--- src/dsf_pkg.sv ---
// Shared constants and carriers of the dual FIFO block
package dsf_pkg;
  // ------------------------------------------------------------
  // Sizes
  // ------------------------------------------------------------
  localparam int DSF_DATA_W = 9;
  localparam int DSF_DEPTH = 256;
  localparam int DSF_NUM_FIFO = 2;
  localparam int DSF_NUM_EV = 4;
  localparam int DSF_REG_AW = 4;
  localparam int DSF_REG_DW = 16;
  localparam int DSF_SYNC_W = 8 + DSF_DATA_W;
  // ------------------------------------------------------------
  // Reset values
  // ------------------------------------------------------------
  localparam int DSF_OFS_RST = 7;
  localparam logic [7:0] DSF_IRQ_EN_RST = 8'h00;
  // ------------------------------------------------------------
  // Register indices
  // ------------------------------------------------------------
  localparam logic [3:0] DSF_REG_STATUS = 4'h0;
  localparam logic [3:0] DSF_REG_IRQ_EN = 4'h1;
  localparam logic [3:0] DSF_REG_IRQ_CLR = 4'h2;
  localparam logic [3:0] DSF_REG_AE_OFS0 = 4'h3;
  localparam logic [3:0] DSF_REG_AF_OFS0 = 4'h4;
  localparam logic [3:0] DSF_REG_LEVEL0 = 4'h7;
  localparam logic [3:0] DSF_REG_MODE = 4'h9;
  localparam int DSF_OFS_STRIDE = 2;
  // ------------------------------------------------------------
  // Event bit positions, per FIFO group of four
  // ------------------------------------------------------------
  localparam int DSF_EV_EMPTY = 0;
  localparam int DSF_EV_FULL = 1;
  localparam int DSF_EV_RD_BLK = 2;
  localparam int DSF_EV_WR_BLK = 3;
  // ------------------------------------------------------------
  // Carriers
  // ------------------------------------------------------------
  typedef struct packed {
    logic write_clock;
    logic write_enable_one_n;
    logic write_enable_two_or_offset_load;
    logic read_enable_one_n;
    logic read_enable_two_n;
    logic output_enable_n;
    logic resetN;
  } dsf_pins_t;
  typedef struct packed {
    logic empty_flag_n;
    logic almost_empty_flag_n;
    logic almost_full_flag_n;
    logic full_flag_n;
  } dsf_flags_t;
  typedef struct packed {
    logic wrEdge;
    logic rdEdge;
    logic wen1N;
    logic wen2;
    logic ren1N;
    logic ren2N;
    logic oeN;
    logic resetN;
    logic [DSF_DATA_W-1:0] data;
  } dsf_sync_t;
endpackage

--- src/dsf_pin_sync.sv ---
// Pin synchroniser and clock-edge detector for one FIFO
`timescale 1ns/100ps
`default_nettype none
module dsf_pin_sync (
  // Clock and reset
  input wire logic ref_clk,
  input wire logic arst_n,
  // Pins
  input wire dsf_pkg::dsf_pins_t pins,
  input wire logic readClock,
  input wire logic [dsf_pkg::DSF_DATA_W-1:0] dataIn,
  // Synchronised view
  output dsf_pkg::dsf_sync_t syncOut
);
  import dsf_pkg::*;
  // ------------------------------------------------------------
  // Two-stage capture, plus history for the clocks
  // ------------------------------------------------------------
  logic [DSF_SYNC_W-1:0] raw;
  logic [DSF_SYNC_W-1:0] stage1_q;
  logic [DSF_SYNC_W-1:0] stage2_q;
  logic [1:0] clkPrev_q;
  assign raw = {pins.write_clock, readClock, pins.write_enable_one_n,
                pins.write_enable_two_or_offset_load, pins.read_enable_one_n,
                pins.read_enable_two_n, pins.output_enable_n, pins.resetN, dataIn};
  always_ff @(posedge ref_clk or negedge arst_n) begin
    if (!arst_n) begin
      stage1_q <= '0;
      stage2_q <= '0;
      clkPrev_q <= 2'h0;
    end else begin
      stage1_q <= raw;
      stage2_q <= stage1_q;
      clkPrev_q <= stage2_q[DSF_SYNC_W-1 -: 2];
    end
  end
  // Edges come from stage two only, never the first flop
  always_comb begin
    syncOut = stage2_q;
    syncOut.wrEdge = stage2_q[DSF_SYNC_W-1] & ~clkPrev_q[1];
    syncOut.rdEdge = stage2_q[DSF_SYNC_W-2] & ~clkPrev_q[0];
  end
endmodule
`default_nettype wire

--- src/dsf_dual_fifo.sv ---
// Two independent 9-bit FIFOs with flags, tri-state data and IRQ
// Functional notes
// - Read one word per read edge, enables low
// - Empty flag low blocks reads entirely
// - Output enable low drives data outputs
// - Output enable high floats data outputs
// - Empty flag low when no words stored
// - Empty flag updated on read clock
// - Almost-empty at or below offset, default seven
// - Almost-empty flag updated on read clock
// - Almost-full within offset of full, default seven
// - Almost-full flag updated on write clock
// - Full flag low when full, blocks writes
// - Full flag updated on write clock
// - Write per write edge; mode adds enable two
// - Reset clears pointers and sets flag levels
// - Load pin level at reset selects mode
//
// Decided for this implementation: the plain strobed port and the address map.
`timescale 1ns/100ps
`default_nettype none
module dsf_dual_fifo #(
  parameter int DEPTH = dsf_pkg::DSF_DEPTH
) (
  // Clock and reset
  input wire logic ref_clk,
  input wire logic arst_n,
  // FIFO pins, index 0 is the first FIFO
  input wire dsf_pkg::dsf_pins_t [1:0] fifoPins,
  input wire logic read_clock_first_fifo,
  input wire logic read_clock_second_fifo,
  input wire logic [1:0][dsf_pkg::DSF_DATA_W-1:0] dataIn,
  // FIFO outputs
  output dsf_pkg::dsf_flags_t [1:0] fifoFlags,
  output logic [1:0][dsf_pkg::DSF_DATA_W-1:0] dataOut,
  output logic [1:0] dataOutEn,
  // Register port
  input wire logic [dsf_pkg::DSF_REG_AW-1:0] regAddr,
  input wire logic [dsf_pkg::DSF_REG_DW-1:0] regWdata,
  input wire logic regWe,
  input wire logic regRe,
  output logic [dsf_pkg::DSF_REG_DW-1:0] regRdata,
  // Interrupt
  output logic irq
);
  import dsf_pkg::*;

  localparam int PTR_W = $clog2(DEPTH);
  localparam int CNT_W = PTR_W + 1;
  localparam int EV_W = DSF_NUM_FIFO * DSF_NUM_EV;
  localparam logic [CNT_W-1:0] FULL_CNT = CNT_W'(DEPTH);
  localparam logic [CNT_W-1:0] OFS_RST = CNT_W'(DSF_OFS_RST);

  // ------------------------------------------------------------
  // Shared state
  // ------------------------------------------------------------
  logic [1:0] readClock;
  dsf_sync_t [1:0] sy;
  logic [EV_W-1:0] evPulse;
  logic [EV_W-1:0] status_q;
  logic [EV_W-1:0] irqEn_q;
  logic irq_q;
  logic [DSF_REG_DW-1:0] regRdata_q;
  logic [DSF_REG_DW-1:0] rdMux;
  logic [1:0][CNT_W-1:0] cntView;
  logic [1:0][CNT_W-1:0] aeView;
  logic [1:0][CNT_W-1:0] afView;
  logic [1:0] modeView;
  dsf_flags_t [1:0] flags_q;
  logic [1:0][DSF_DATA_W-1:0] dataOut_q;
  logic [1:0] dataOutEn_q;

  assign readClock = {read_clock_second_fifo, read_clock_first_fifo};

  // ------------------------------------------------------------
  // Per-FIFO datapath
  // ------------------------------------------------------------
  // Each instance has its own pins, memory and flags; only clock, reset and register port are shared
  for (genvar i = 0; i < DSF_NUM_FIFO; i++) begin : g_fifo
    localparam logic [3:0] AE_ADDR = DSF_REG_AE_OFS0 + 4'(DSF_OFS_STRIDE * i);
    localparam logic [3:0] AF_ADDR = DSF_REG_AF_OFS0 + 4'(DSF_OFS_STRIDE * i);

    logic [DSF_DATA_W-1:0] mem [DEPTH];
    logic [PTR_W-1:0] wrPtr_q;
    logic [PTR_W-1:0] rdPtr_q;
    logic [CNT_W-1:0] cnt_q;
    logic [CNT_W-1:0] cnt_d;
    logic [CNT_W-1:0] aeOfs_q;
    logic [CNT_W-1:0] afOfs_q;
    logic modeDual_q;
    logic wrEnable;
    logic wrTry;
    logic rdTry;
    logic wrFire;
    logic rdFire;
    logic inReset;
    logic [1:0] primed_q;

    dsf_pin_sync u_sync (
      .ref_clk(ref_clk),
      .arst_n(arst_n),
      .pins(fifoPins[i]),
      .readClock(readClock[i]),
      .dataIn(dataIn[i]),
      .syncOut(sy[i])
    );

    // Sync flops hold zeros after power-on reset; mask that false pin reset
    always_ff @(posedge ref_clk or negedge arst_n) begin
      if (!arst_n) begin
        primed_q <= 2'h0;
      end else begin
        primed_q <= {primed_q[0], 1'b1};
      end
    end

    assign inReset = ~sy[i].resetN & primed_q[1];

    // ----------------------------------------------------------
    // Request decode
    // ----------------------------------------------------------
    // In load mode the second pin is not a write enable
    assign wrEnable = ~sy[i].wen1N & (~modeDual_q | sy[i].wen2);
    assign wrTry = sy[i].wrEdge & wrEnable & ~inReset;
    assign rdTry = sy[i].rdEdge & ~sy[i].ren1N & ~sy[i].ren2N & ~inReset;
    assign wrFire = wrTry & flags_q[i].full_flag_n;
    assign rdFire = rdTry & flags_q[i].empty_flag_n;

    always_comb begin
      cnt_d = cnt_q;
      if (wrFire && !rdFire) begin
        cnt_d = cnt_q + CNT_W'(1);
      end else if (rdFire && !wrFire) begin
        cnt_d = cnt_q - CNT_W'(1);
      end
    end

    // ----------------------------------------------------------
    // Mode strap, caught while the reset pin is held low
    // ----------------------------------------------------------
    always_ff @(posedge ref_clk or negedge arst_n) begin
      if (!arst_n) begin
        modeDual_q <= 1'b1;
      end else if (inReset) begin
        modeDual_q <= sy[i].wen2;
      end
    end

    // ----------------------------------------------------------
    // Storage
    // ----------------------------------------------------------
    always_ff @(posedge ref_clk) begin
      if (wrFire) begin
        mem[wrPtr_q] <= sy[i].data;
      end
    end

    // ----------------------------------------------------------
    // Pointers and fill level
    // ----------------------------------------------------------
    always_ff @(posedge ref_clk or negedge arst_n) begin
      if (!arst_n) begin
        wrPtr_q <= '0;
        rdPtr_q <= '0;
        cnt_q <= '0;
      end else if (inReset) begin
        wrPtr_q <= '0;
        rdPtr_q <= '0;
        cnt_q <= '0;
      end else begin
        if (wrFire) begin
          wrPtr_q <= wrPtr_q + PTR_W'(1);
        end
        if (rdFire) begin
          rdPtr_q <= rdPtr_q + PTR_W'(1);
        end
        cnt_q <= cnt_d;
      end
    end

    // ----------------------------------------------------------
    // Read data and output drive
    // ----------------------------------------------------------
    // Word holds until the next accepted read
    always_ff @(posedge ref_clk or negedge arst_n) begin
      if (!arst_n) begin
        dataOut_q[i] <= '0;
      end else if (rdFire) begin
        dataOut_q[i] <= mem[rdPtr_q];
      end
    end

    // Follows the enable pin alone, not the read clock
    always_ff @(posedge ref_clk or negedge arst_n) begin
      if (!arst_n) begin
        dataOutEn_q[i] <= 1'b0;
      end else begin
        dataOutEn_q[i] <= ~sy[i].oeN;
      end
    end

    // ----------------------------------------------------------
    // Read-side flags, moved only on read clock edges
    // ----------------------------------------------------------
    // A write is seen by these flags at the next read edge
    // Compared against cnt_d so this edge's own access counts
    always_ff @(posedge ref_clk or negedge arst_n) begin
      if (!arst_n) begin
        flags_q[i].empty_flag_n <= 1'b0;
        flags_q[i].almost_empty_flag_n <= 1'b0;
      end else if (inReset) begin
        flags_q[i].empty_flag_n <= 1'b0;
        flags_q[i].almost_empty_flag_n <= 1'b0;
      end else if (sy[i].rdEdge) begin
        flags_q[i].empty_flag_n <= (cnt_d != '0);
        flags_q[i].almost_empty_flag_n <= (cnt_d > aeOfs_q);
      end
    end

    // ----------------------------------------------------------
    // Write-side flags, moved only on write clock edges
    // ----------------------------------------------------------
    // A read is seen by these flags at the next write edge
    always_ff @(posedge ref_clk or negedge arst_n) begin
      if (!arst_n) begin
        flags_q[i].full_flag_n <= 1'b1;
        flags_q[i].almost_full_flag_n <= 1'b1;
      end else if (inReset) begin
        flags_q[i].full_flag_n <= 1'b1;
        flags_q[i].almost_full_flag_n <= 1'b1;
      end else if (sy[i].wrEdge) begin
        flags_q[i].full_flag_n <= (cnt_d != FULL_CNT);
        flags_q[i].almost_full_flag_n <= ((FULL_CNT - cnt_d) > afOfs_q);
      end
    end

    // ----------------------------------------------------------
    // Offset registers
    // ----------------------------------------------------------
    always_ff @(posedge ref_clk or negedge arst_n) begin
      if (!arst_n) begin
        aeOfs_q <= OFS_RST;
      end else if (inReset) begin
        aeOfs_q <= OFS_RST;
      end else if (regWe && regAddr == AE_ADDR) begin
        aeOfs_q <= regWdata[CNT_W-1:0];
      end
    end

    always_ff @(posedge ref_clk or negedge arst_n) begin
      if (!arst_n) begin
        afOfs_q <= OFS_RST;
      end else if (inReset) begin
        afOfs_q <= OFS_RST;
      end else if (regWe && regAddr == AF_ADDR) begin
        afOfs_q <= regWdata[CNT_W-1:0];
      end
    end

    // ----------------------------------------------------------
    // Events
    // ----------------------------------------------------------
    assign evPulse[DSF_NUM_EV*i + DSF_EV_EMPTY] =
      sy[i].rdEdge & ~inReset & flags_q[i].empty_flag_n & (cnt_d == '0);
    assign evPulse[DSF_NUM_EV*i + DSF_EV_FULL] =
      sy[i].wrEdge & ~inReset & flags_q[i].full_flag_n & (cnt_d == FULL_CNT);
    // Blocked attempts are flagged so software can spot misuse
    assign evPulse[DSF_NUM_EV*i + DSF_EV_RD_BLK] = rdTry & ~flags_q[i].empty_flag_n;
    assign evPulse[DSF_NUM_EV*i + DSF_EV_WR_BLK] = wrTry & ~flags_q[i].full_flag_n;

    assign cntView[i] = cnt_q;
    assign aeView[i] = aeOfs_q;
    assign afView[i] = afOfs_q;
    assign modeView[i] = modeDual_q;
  end

  // ------------------------------------------------------------
  // Interrupt status, enable and clear
  // ------------------------------------------------------------
  // A new event beats a clear landing in the same cycle
  always_ff @(posedge ref_clk or negedge arst_n) begin
    if (!arst_n) begin
      status_q <= '0;
    end else if (regWe && regAddr == DSF_REG_IRQ_CLR) begin
      status_q <= evPulse | (status_q & ~regWdata[EV_W-1:0]);
    end else begin
      status_q <= evPulse | status_q;
    end
  end

  always_ff @(posedge ref_clk or negedge arst_n) begin
    if (!arst_n) begin
      irqEn_q <= DSF_IRQ_EN_RST;
    end else if (regWe && regAddr == DSF_REG_IRQ_EN) begin
      irqEn_q <= regWdata[EV_W-1:0];
    end
  end

  always_ff @(posedge ref_clk or negedge arst_n) begin
    if (!arst_n) begin
      irq_q <= 1'b0;
    end else begin
      irq_q <= |(status_q & irqEn_q);
    end
  end

  // ------------------------------------------------------------
  // Register read
  // ------------------------------------------------------------
  always_comb begin
    rdMux = '0;
    case (regAddr)
      DSF_REG_STATUS: rdMux[EV_W-1:0] = status_q;
      DSF_REG_IRQ_EN: rdMux[EV_W-1:0] = irqEn_q;
      DSF_REG_AE_OFS0: rdMux[CNT_W-1:0] = aeView[0];
      DSF_REG_AF_OFS0: rdMux[CNT_W-1:0] = afView[0];
      DSF_REG_AE_OFS0 + 4'h2: rdMux[CNT_W-1:0] = aeView[1];
      DSF_REG_AF_OFS0 + 4'h2: rdMux[CNT_W-1:0] = afView[1];
      DSF_REG_LEVEL0: rdMux[CNT_W-1:0] = cntView[0];
      DSF_REG_LEVEL0 + 4'h1: rdMux[CNT_W-1:0] = cntView[1];
      DSF_REG_MODE: rdMux[1:0] = modeView;
      default: rdMux = '0;
    endcase
  end

  // Data valid only in the cycle after the strobe
  always_ff @(posedge ref_clk or negedge arst_n) begin
    if (!arst_n) begin
      regRdata_q <= '0;
    end else if (regRe) begin
      regRdata_q <= rdMux;
    end else begin
      regRdata_q <= '0;
    end
  end

  // ------------------------------------------------------------
  // Outputs
  // ------------------------------------------------------------
  assign fifoFlags = flags_q;
  assign dataOut = dataOut_q;
  assign dataOutEn = dataOutEn_q;
  assign regRdata = regRdata_q;
  assign irq = irq_q;
endmodule
`default_nettype wire

--- config.mk ---
export PLATFORM = sky130hd
export DESIGN_NAME = dsf_dual_fifo
export DESIGN_NICKNAME = d
export VERILOG_FILES = /design/src/dsf_pkg.sv /design/src/dsf_pin_sync.sv /design/src/dsf_dual_fifo.sv
export SDC_FILE = /design/constraint.sdc
export NUM_CORES = 2
export LEC_CHECK = 0
export CORE_MARGIN = 2
export CORE_UTILIZATION = 68
export DETAILED_ROUTE_END_ITERATION = 10
export DONT_BUFFER_PORTS = 1
export HOLD_SLACK_MARGIN = 0.06
export MAX_ROUTING_LAYER = met4
export PLACE_DENSITY_LB_ADDON = 0.25
export SLEW_MARGIN = 20
export SYNTH_ARGS = -nofsm -noshare
export SYNTH_HDL_FRONTEND = slang
export SYNTH_MEMORY_MAX_BITS = 65536
export SYNTH_SLANG_ARGS = --single-unit
export TNS_END_PERCENT = 20
--- constraint.sdc ---
create_clock -name ref_clk -period 9.45 [get_ports ref_clk]
set_input_delay 0.4725 -clock ref_clk [delete_from_list [all_inputs] [get_ports ref_clk]]
set_output_delay 0.4725 -clock ref_clk [all_outputs]
set_load 0.05 [all_outputs]
# Yosys cells after proc, flatten, opt, wreduce, memory -nomap -nowiden
# Memories as Yosys holds them, arrays and structs flattened. A register that Yosys moved wholly into a read port is not among the register bits.
# Index checks and enable logic that the tools add are counted.
dict set report totals {
  ram_bits 4608
  n_memories 2
  output_inout_bits 45
  inputBits 58
  ff_bits 207
}
dict set report op_classes {
  magnitude_cmp 4
  muxes 39
  addsub 10
  bitwise_logic 67
  n_reduce_logical 34
  n_eq_ne 13
}
# name words word_bits rd rd_clocked_by_memory_dff wr line_no
set mem_list {}
lappend mem_list {{g_fifo[0].mem} 256 9 1 1 1 dsf_dual_fifo.sv:83} ;# logic [DSF_DATA_W-1:0] mem [DEPTH];
lappend mem_list {{g_fifo[1].mem} 256 9 1 1 1 dsf_dual_fifo.sv:83}
# cell n
set op_table {}
lappend op_table {{$mux W9} 15}
lappend op_table {{$mux W8} 9}
lappend op_table {{$pmux W6 S8} 1}
lappend op_table {{$and A1 B1 Y1} 38}
lappend op_table {{$gt A9 B9 Y1} 4}
lappend op_table {{$add A8 B1 Y8 const B} 4}
lappend op_table {{$reduce_bool A2 Y1} 12}
lappend op_table {{$not A1 Y1} 22}
lappend op_table {{$add A9 B1 Y9 const B} 2}
lappend op_table {{$eq A9 B9 Y1 const B} 2}
lappend op_table {{$logic_not A9 Y1} 2}
lappend op_table {{$ne A9 B9 Y1 const B} 2}
lappend op_table {{$pmux W2 S9} 1}
lappend op_table {{$reduce_bool A9 Y1} 2}
lappend op_table {{$sub A9 B1 Y9 const B} 2}
lappend op_table {{$sub A9 B9 Y9 const A} 2}
lappend op_table {{$and A8 B8 Y8} 2}
lappend op_table {{$eq A4 B3 Y1 const B} 4}
lappend op_table {{$mux W2} 8}
lappend op_table {{$or A8 B8 Y8} 2}
lappend op_table {{$logic_and A1 B1 Y1} 10}
lappend op_table {{$eq A4 B2 Y1 const B} 2}
lappend op_table {{$eq A4 B4 Y1 const B} 2}
lappend op_table {{$not A8 Y8} 1}
lappend op_table {{other kinds (7)} 16}

# Depth between registers and ports, before layout
dict set report logic_depth {
  ltp_word 14
  depth_mapped 17
  ltp_nobuf 16
}

# Hierarchy
# From an unflattened synthesis, not the netlist that was laid out.
dict set report unflattened {
  cells_unflattened 9054
  area_unflattened_um2 188248.0
}
# mod instances cells_each seq_area_each_um2 area_each_um2
set by_module_without_submodules {}
lappend by_module_without_submodules {dsf_dual_fifo 1 8948 141998.7 186166.0}
lappend by_module_without_submodules {dsf_pin_sync 2 53 900.9 1041.0}

# Worst setup path before layout
# No wires, ideal clock.
dict set report synth_timing {
  kind {reg-to-reg}
  start {register g_fifo[0].u_sync.stage2_q[0]}
  end {memory g_fifo[0].mem[0][0], data pin}
  t_required_ns 8.649
  arrival_ns 3.169
  path_buffers 0
  setup_slack_ns 5.481
  stages_incl_launch_ff 1
  setup_time_ns 0.801
  cell_sequence {dfrtp_1}
}
# item line_no
set synth_rtl {}
lappend synth_rtl {{from (decl)} dsf_pin_sync.sv:21} ;# logic [DSF_SYNC_W-1:0] stage2_q;
lappend synth_rtl {{from (signal assigned)} dsf_pin_sync.sv:33} ;# stage2_q <= stage1_q;
lappend synth_rtl {{to (decl)} dsf_dual_fifo.sv:83}
# Straight into the memory's write port.

==> results.md <==
- Count of vias placed by the detailed router: 98810
- Final setup slack of the worst path: 4.22 ns
- Yosys cell types: 76
- R2R depth: 14
- Flop2flop setup slack: 4.22 ns
- Core area: 274000 sq um
- WP data required: 10.34 ns
- Count of state elements after synthesis: 4824
- RSZ-0062 raised after global routing: no
- Clk Latency, worst-skew pair: 1.03 ns
- Util after Layout: 0.756
- Peak per-stage delay on the critical path: 0.70 ns
- Total power divided by cell area: 212 nW/um^2
- Kind of end point of the critical path: register
- Area added between synthesis and finish: 10.4%
- Pin count of the biggest net entering global routing: 217
- Maxcap violations: 0
- Shortest period the worst path allows: 5.23 ns
- Cells along the critical path: nand2b_1 -> nand4_1 -> nor3_1 -> o2bb2ai_1 -> xnor2_1 -> or3_1 -> nor4_1 -> ha_1 -> ha_1 -> nand2_1 -> nor3_1 -> a41oi_1 -> a221o_1 -> a31o_2
- Mean instance size in the synthesized netlist: 20.6 sq um
- Detail Placement HPWL: 267000 um
- Post-route DRC violation count: 0
- Violation count after the first detailed-routing iteration: 16834
- Final hold vios: 0
- Post-synthesis sequential area ratio: 0.766
- Post-detailed-routing wire length: 504000 um
- Result of the run: finished, final reports clean
- CP max-delay cell: sky130_fd_sc_hd__nand4_1
- Initial antenna violation count: 11
- Clock input transition at the sequential cells of the worst setup and hold paths: 0.07 ns
- Average detailed-routed wire length per instance: 37.7 um
- Overall die area: 280000 sq um
- Crit start category: register
- GRT Overall Usage: 0.376
- HP Class: in -> async
- Total of cells resized after clock tree synthesis: 0
- EDFF count, synth: 4608
- Global-route wire length before repair: 725000 um
- Number of buffers between clock root and the deepest sink: 4
- Via density: 7.38
- Sinks on the clock net: 4824
- Number of max-slew violations in the final report: 0
- Setup slack after placement: 4.35 ns
- Die span in y: 529 um
- Via count of the first global-routing pass: 100220
- Setup tns final: 0 ns
- Max H-tree Level: 5
- Grt ovf: 0
- Slew of the pin with the lowest slew margin: 1.46 ns
- Achievable frequency: 191 MHz
- Critical setup path kind: reg -> reg
- Horizontal extent of the die: 529 um
- Remaining antenna violation count: 0
- Capture point of the worst reg-to-reg path: fifoFlags[5]
- Final estimated routing congestion in global placement: 0.908
- Number of iterations in the first detailed-routing pass: 10
- VDD IR max: 0.229 mV
- Layout Nets: 9420
- Area of the mapped netlist: 188000 sq um
- Total clock buffers created by CTS: 455
- Fill cells: 13487
- Commonest register cell after synthesis: sky130_fd_sc_hd__edfxtp_1
- Cell count after synthesis: 9117
- Biggest fanout along the worst timing path: 18
- Initial cell density of the core: 0.685
- Launching point of the worst reg2reg path: g_fifo[0].primed_q[1]
- Standard-cell rows: 192
- Cell chosen for the clock root: sky130_fd_sc_hd__clkbuf_16
- Final Skew: 0.0718 ns
- Leakage power: 63.1 nW
- Share of final-layout standard cells stronger than drive strength 1: 0.212
- Final period utilization: 0.553
- Overall power of the completed layout: 43.9 mW
- Critical path data arrival time: 6.12 ns
- TritonCTS clock tree: done
- Async S/R FF share, synth: 0.0448
- Number of primary I/O pins: 103
- Synthesis warning total: 0
- Worst rel slew slack: 0.0246
- Endpoints failing setup: 0
- Total of buffers placed on input and output ports: 0
==> worst max-delay path: cells and delay by family, from the launching register on <==
| family | cells | cell delay [ns] |
|---|---|---|
| simple gates | 7 | 2.94 |
| compound gates | 4 | 0.90 |
| fa+ha+maj | 2 | 0.67 |
| flops | 1 | 0.44 |
| xor+xnor | 1 | 0.17 |
==> worst max-delay path by stage <==
| stage | from | end | cells past startpoint |
|---|---|---|---|
| final | g_fifo[0].primed_q[1] | fifoFlags[5] | 14 |
| after global routing | g_fifo[0].u_sync.stage2_q[9] | fifoFlags[1] | 15 |
| after CTS | g_fifo[0].primed_q[1] | fifoFlags[5] | 14 |
| after detailed placement | g_fifo[1].u_sync.stage2_q[9] | fifoFlags[5] | 14 |
| after global placement | g_fifo[0].u_sync.stage2_q[9] | fifoFlags[1] | 15 |
| after floorplan | g_fifo[0].u_sync.stage2_q[0] | g_fifo[0].mem[0][0] | 0 |
==> where the power goes <==
group          leakage (nW)  internal [mW]  switching, mW
sequential             44.1           23.5          0.380
clock                  7.22           10.2           8.23
combinational          11.8          0.661          0.943
==> through the flow <==
stage | instance area (sq um) | instances | hold slack, ns
floorplan | 188000 | 9123 | 0.177
detailed placement | 191000 | 12436 | 0.180
finish | 207000 | 13392 | 0.0538
global route | 207000 | 13385 | 0.0828
global placement | 191000 | 12436 | 0.181
CTS | 207000 | 13368 | 0.0647
==> flip-flops by register name, summed over array words and instances, names as in the netlist <==
signal and count:
g_fifo.primed_q 2, g_fifo.u_sync.stage2_q 34, dataOutEn 2, status_q 8, irq 1, g_fifo.cnt_q 18
dataOut 18, fifoFlags 8, g_fifo.u_sync.clkPrev_q 4, g_fifo.wrPtr_q 16, g_fifo.u_sync.stage1_q 34, g_fifo.mem 4608
g_fifo.modeDual_q 2, g_fifo.rdPtr_q 16, g_fifo.afOfs_q 18, g_fifo.aeOfs_q 18, irqEn_q 8, regRdata 9
==> layout make-up <==
cell class                      count  area [sq um]  area share
Multi-Input combinational cell   3702         41100       0.198
Inverter                           56           218     0.00105
Antenna cell                       20          50.0    0.000241
Timing Repair Buffer              269          2610      0.0126
Clock inverter                    271          2730      0.0132
Sequential cell                  4824        144000       0.694
Clock buffer                      564         12100      0.0583
Tap cell                         3686          4610      0.0222
==> what timing repair did <==
action	in CTS	in global routing
endpoints found under the hold margin	311	0
hold buffers	97	0
buffers inserted	0	0
==> cells by family (layout without fill, tap and decap cells) <==
kind of cell,Yosys count,in the layout,share of synthesized area
buf+inv,597,1160,0.0160
fa+ha+maj,56,56,0.00371
xor+xnor,54,54,0.00252
other cells,2,28,0.0000400
mux,1421,1421,0.149
simple gates,1267,1267,0.0290
flops,4824,4824,0.766
compound gates,896,896,0.0336
==> synthesized netlist by cell type, types with 40 or more instances <==
library cell / instances / share of area
sky130_fd_sc_hd__edfxtp_1: 4608 / 0.74
sky130_fd_sc_hd__mux4_2: 1098 / 0.13
sky130_fd_sc_hd__nor2_1: 663 / 0.013
sky130_fd_sc_hd__mux2i_1: 299 / 0.016
sky130_fd_sc_hd__clkbuf_1: 266 / 0.0053
sky130_fd_sc_hd__nand2_1: 263 / 0.0053
sky130_fd_sc_hd__dfrtp_1: 198 / 0.026
sky130_fd_sc_hd__a21oi_1: 187 / 0.0050
sky130_fd_sc_hd__a22oi_1: 114 / 0.0046
sky130_fd_sc_hd__buf_2: 99 / 0.0026
sky130_fd_sc_hd__o22ai_1: 94 / 0.0031
sky130_fd_sc_hd__buf_4: 86 / 0.0034
sky130_fd_sc_hd__o21ai_0: 85 / 0.0023
sky130_fd_sc_hd__o221ai_1: 83 / 0.0039
sky130_fd_sc_hd__nand3_1: 80 / 0.0021
sky130_fd_sc_hd__a221oi_1: 77 / 0.0036
sky130_fd_sc_hd__nor3_1: 75 / 0.0020
sky130_fd_sc_hd__a22o_1: 74 / 0.0035
sky130_fd_sc_hd__ha_1: 54 / 0.0036
sky130_fd_sc_hd__inv_1: 54 / 0.0011
sky130_fd_sc_hd__buf_1: 49 / 0.00098
sky130_fd_sc_hd__nor2b_1: 45 / 0.0015
sky130_fd_sc_hd__buf_6: 40 / 0.0024
==> routing by layer <==
layer | up-vias | track usage | routed length (um) | share of wire
met5 | - | - | 0 | 0
met4 | 0 | 0.205 | 34000 | 0.067
met3 | 1876 | 0.0897 | 64600 | 0.13
met2 | 8496 | 0.571 | 242000 | 0.48
met1 | 50355 | 0.478 | 164000 | 0.32
li1 | 38083 | - | - | -
==> placed cells by master (no fill, tap or decap), types with 21 or more instances in the layout <==
cell | Yosys | routed
sky130_fd_sc_hd__nor2_1 | 663 | 643
sky130_fd_sc_hd__mux4_2 | 1098 | 1098
sky130_fd_sc_hd__xnor2_1 | 29 | 29
sky130_fd_sc_hd__clkinv_2 | 0 | 97
sky130_fd_sc_hd__o22ai_1 | 94 | 94
sky130_fd_sc_hd__o21ai_0 | 85 | 85
sky130_fd_sc_hd__a221oi_1 | 77 | 77
sky130_fd_sc_hd__ha_1 | 54 | 54
sky130_fd_sc_hd__nand2_1 | 263 | 262
sky130_fd_sc_hd__mux2_2 | 24 | 24
sky130_fd_sc_hd__clkbuf_1 | 266 | 88
sky130_fd_sc_hd__mux2i_1 | 299 | 299
sky130_fd_sc_hd__dlygate4sd3_1 | 0 | 96
sky130_fd_sc_hd__o221ai_1 | 83 | 83
sky130_fd_sc_hd__bufinv_16 | 0 | 39
sky130_fd_sc_hd__dfrtp_4 | 0 | 27
sky130_fd_sc_hd__a21oi_1 | 187 | 187
sky130_fd_sc_hd__xor2_1 | 25 | 25
sky130_fd_sc_hd__nor3_1 | 75 | 74
sky130_fd_sc_hd__edfxtp_1 | 4608 | 4608
sky130_fd_sc_hd__clkinvlp_4 | 0 | 21
sky130_fd_sc_hd__nor2b_1 | 45 | 42
sky130_fd_sc_hd__clkinv_1 | 2 | 82
sky130_fd_sc_hd__a22oi_1 | 114 | 114
sky130_fd_sc_hd__o211ai_1 | 26 | 26
sky130_fd_sc_hd__nor4_1 | 22 | 22
sky130_fd_sc_hd__a211oi_1 | 26 | 25
sky130_fd_sc_hd__nand4_1 | 24 | 24
sky130_fd_sc_hd__nand3_1 | 80 | 71
sky130_fd_sc_hd__inv_1 | 54 | 52
sky130_fd_sc_hd__a22o_1 | 74 | 74
sky130_fd_sc_hd__buf_4 | 86 | 144
sky130_fd_sc_hd__dfrtp_1 | 198 | 170
sky130_fd_sc_hd__clkbuf_16 | 0 | 462
Power figures use the tool's default switching activity.
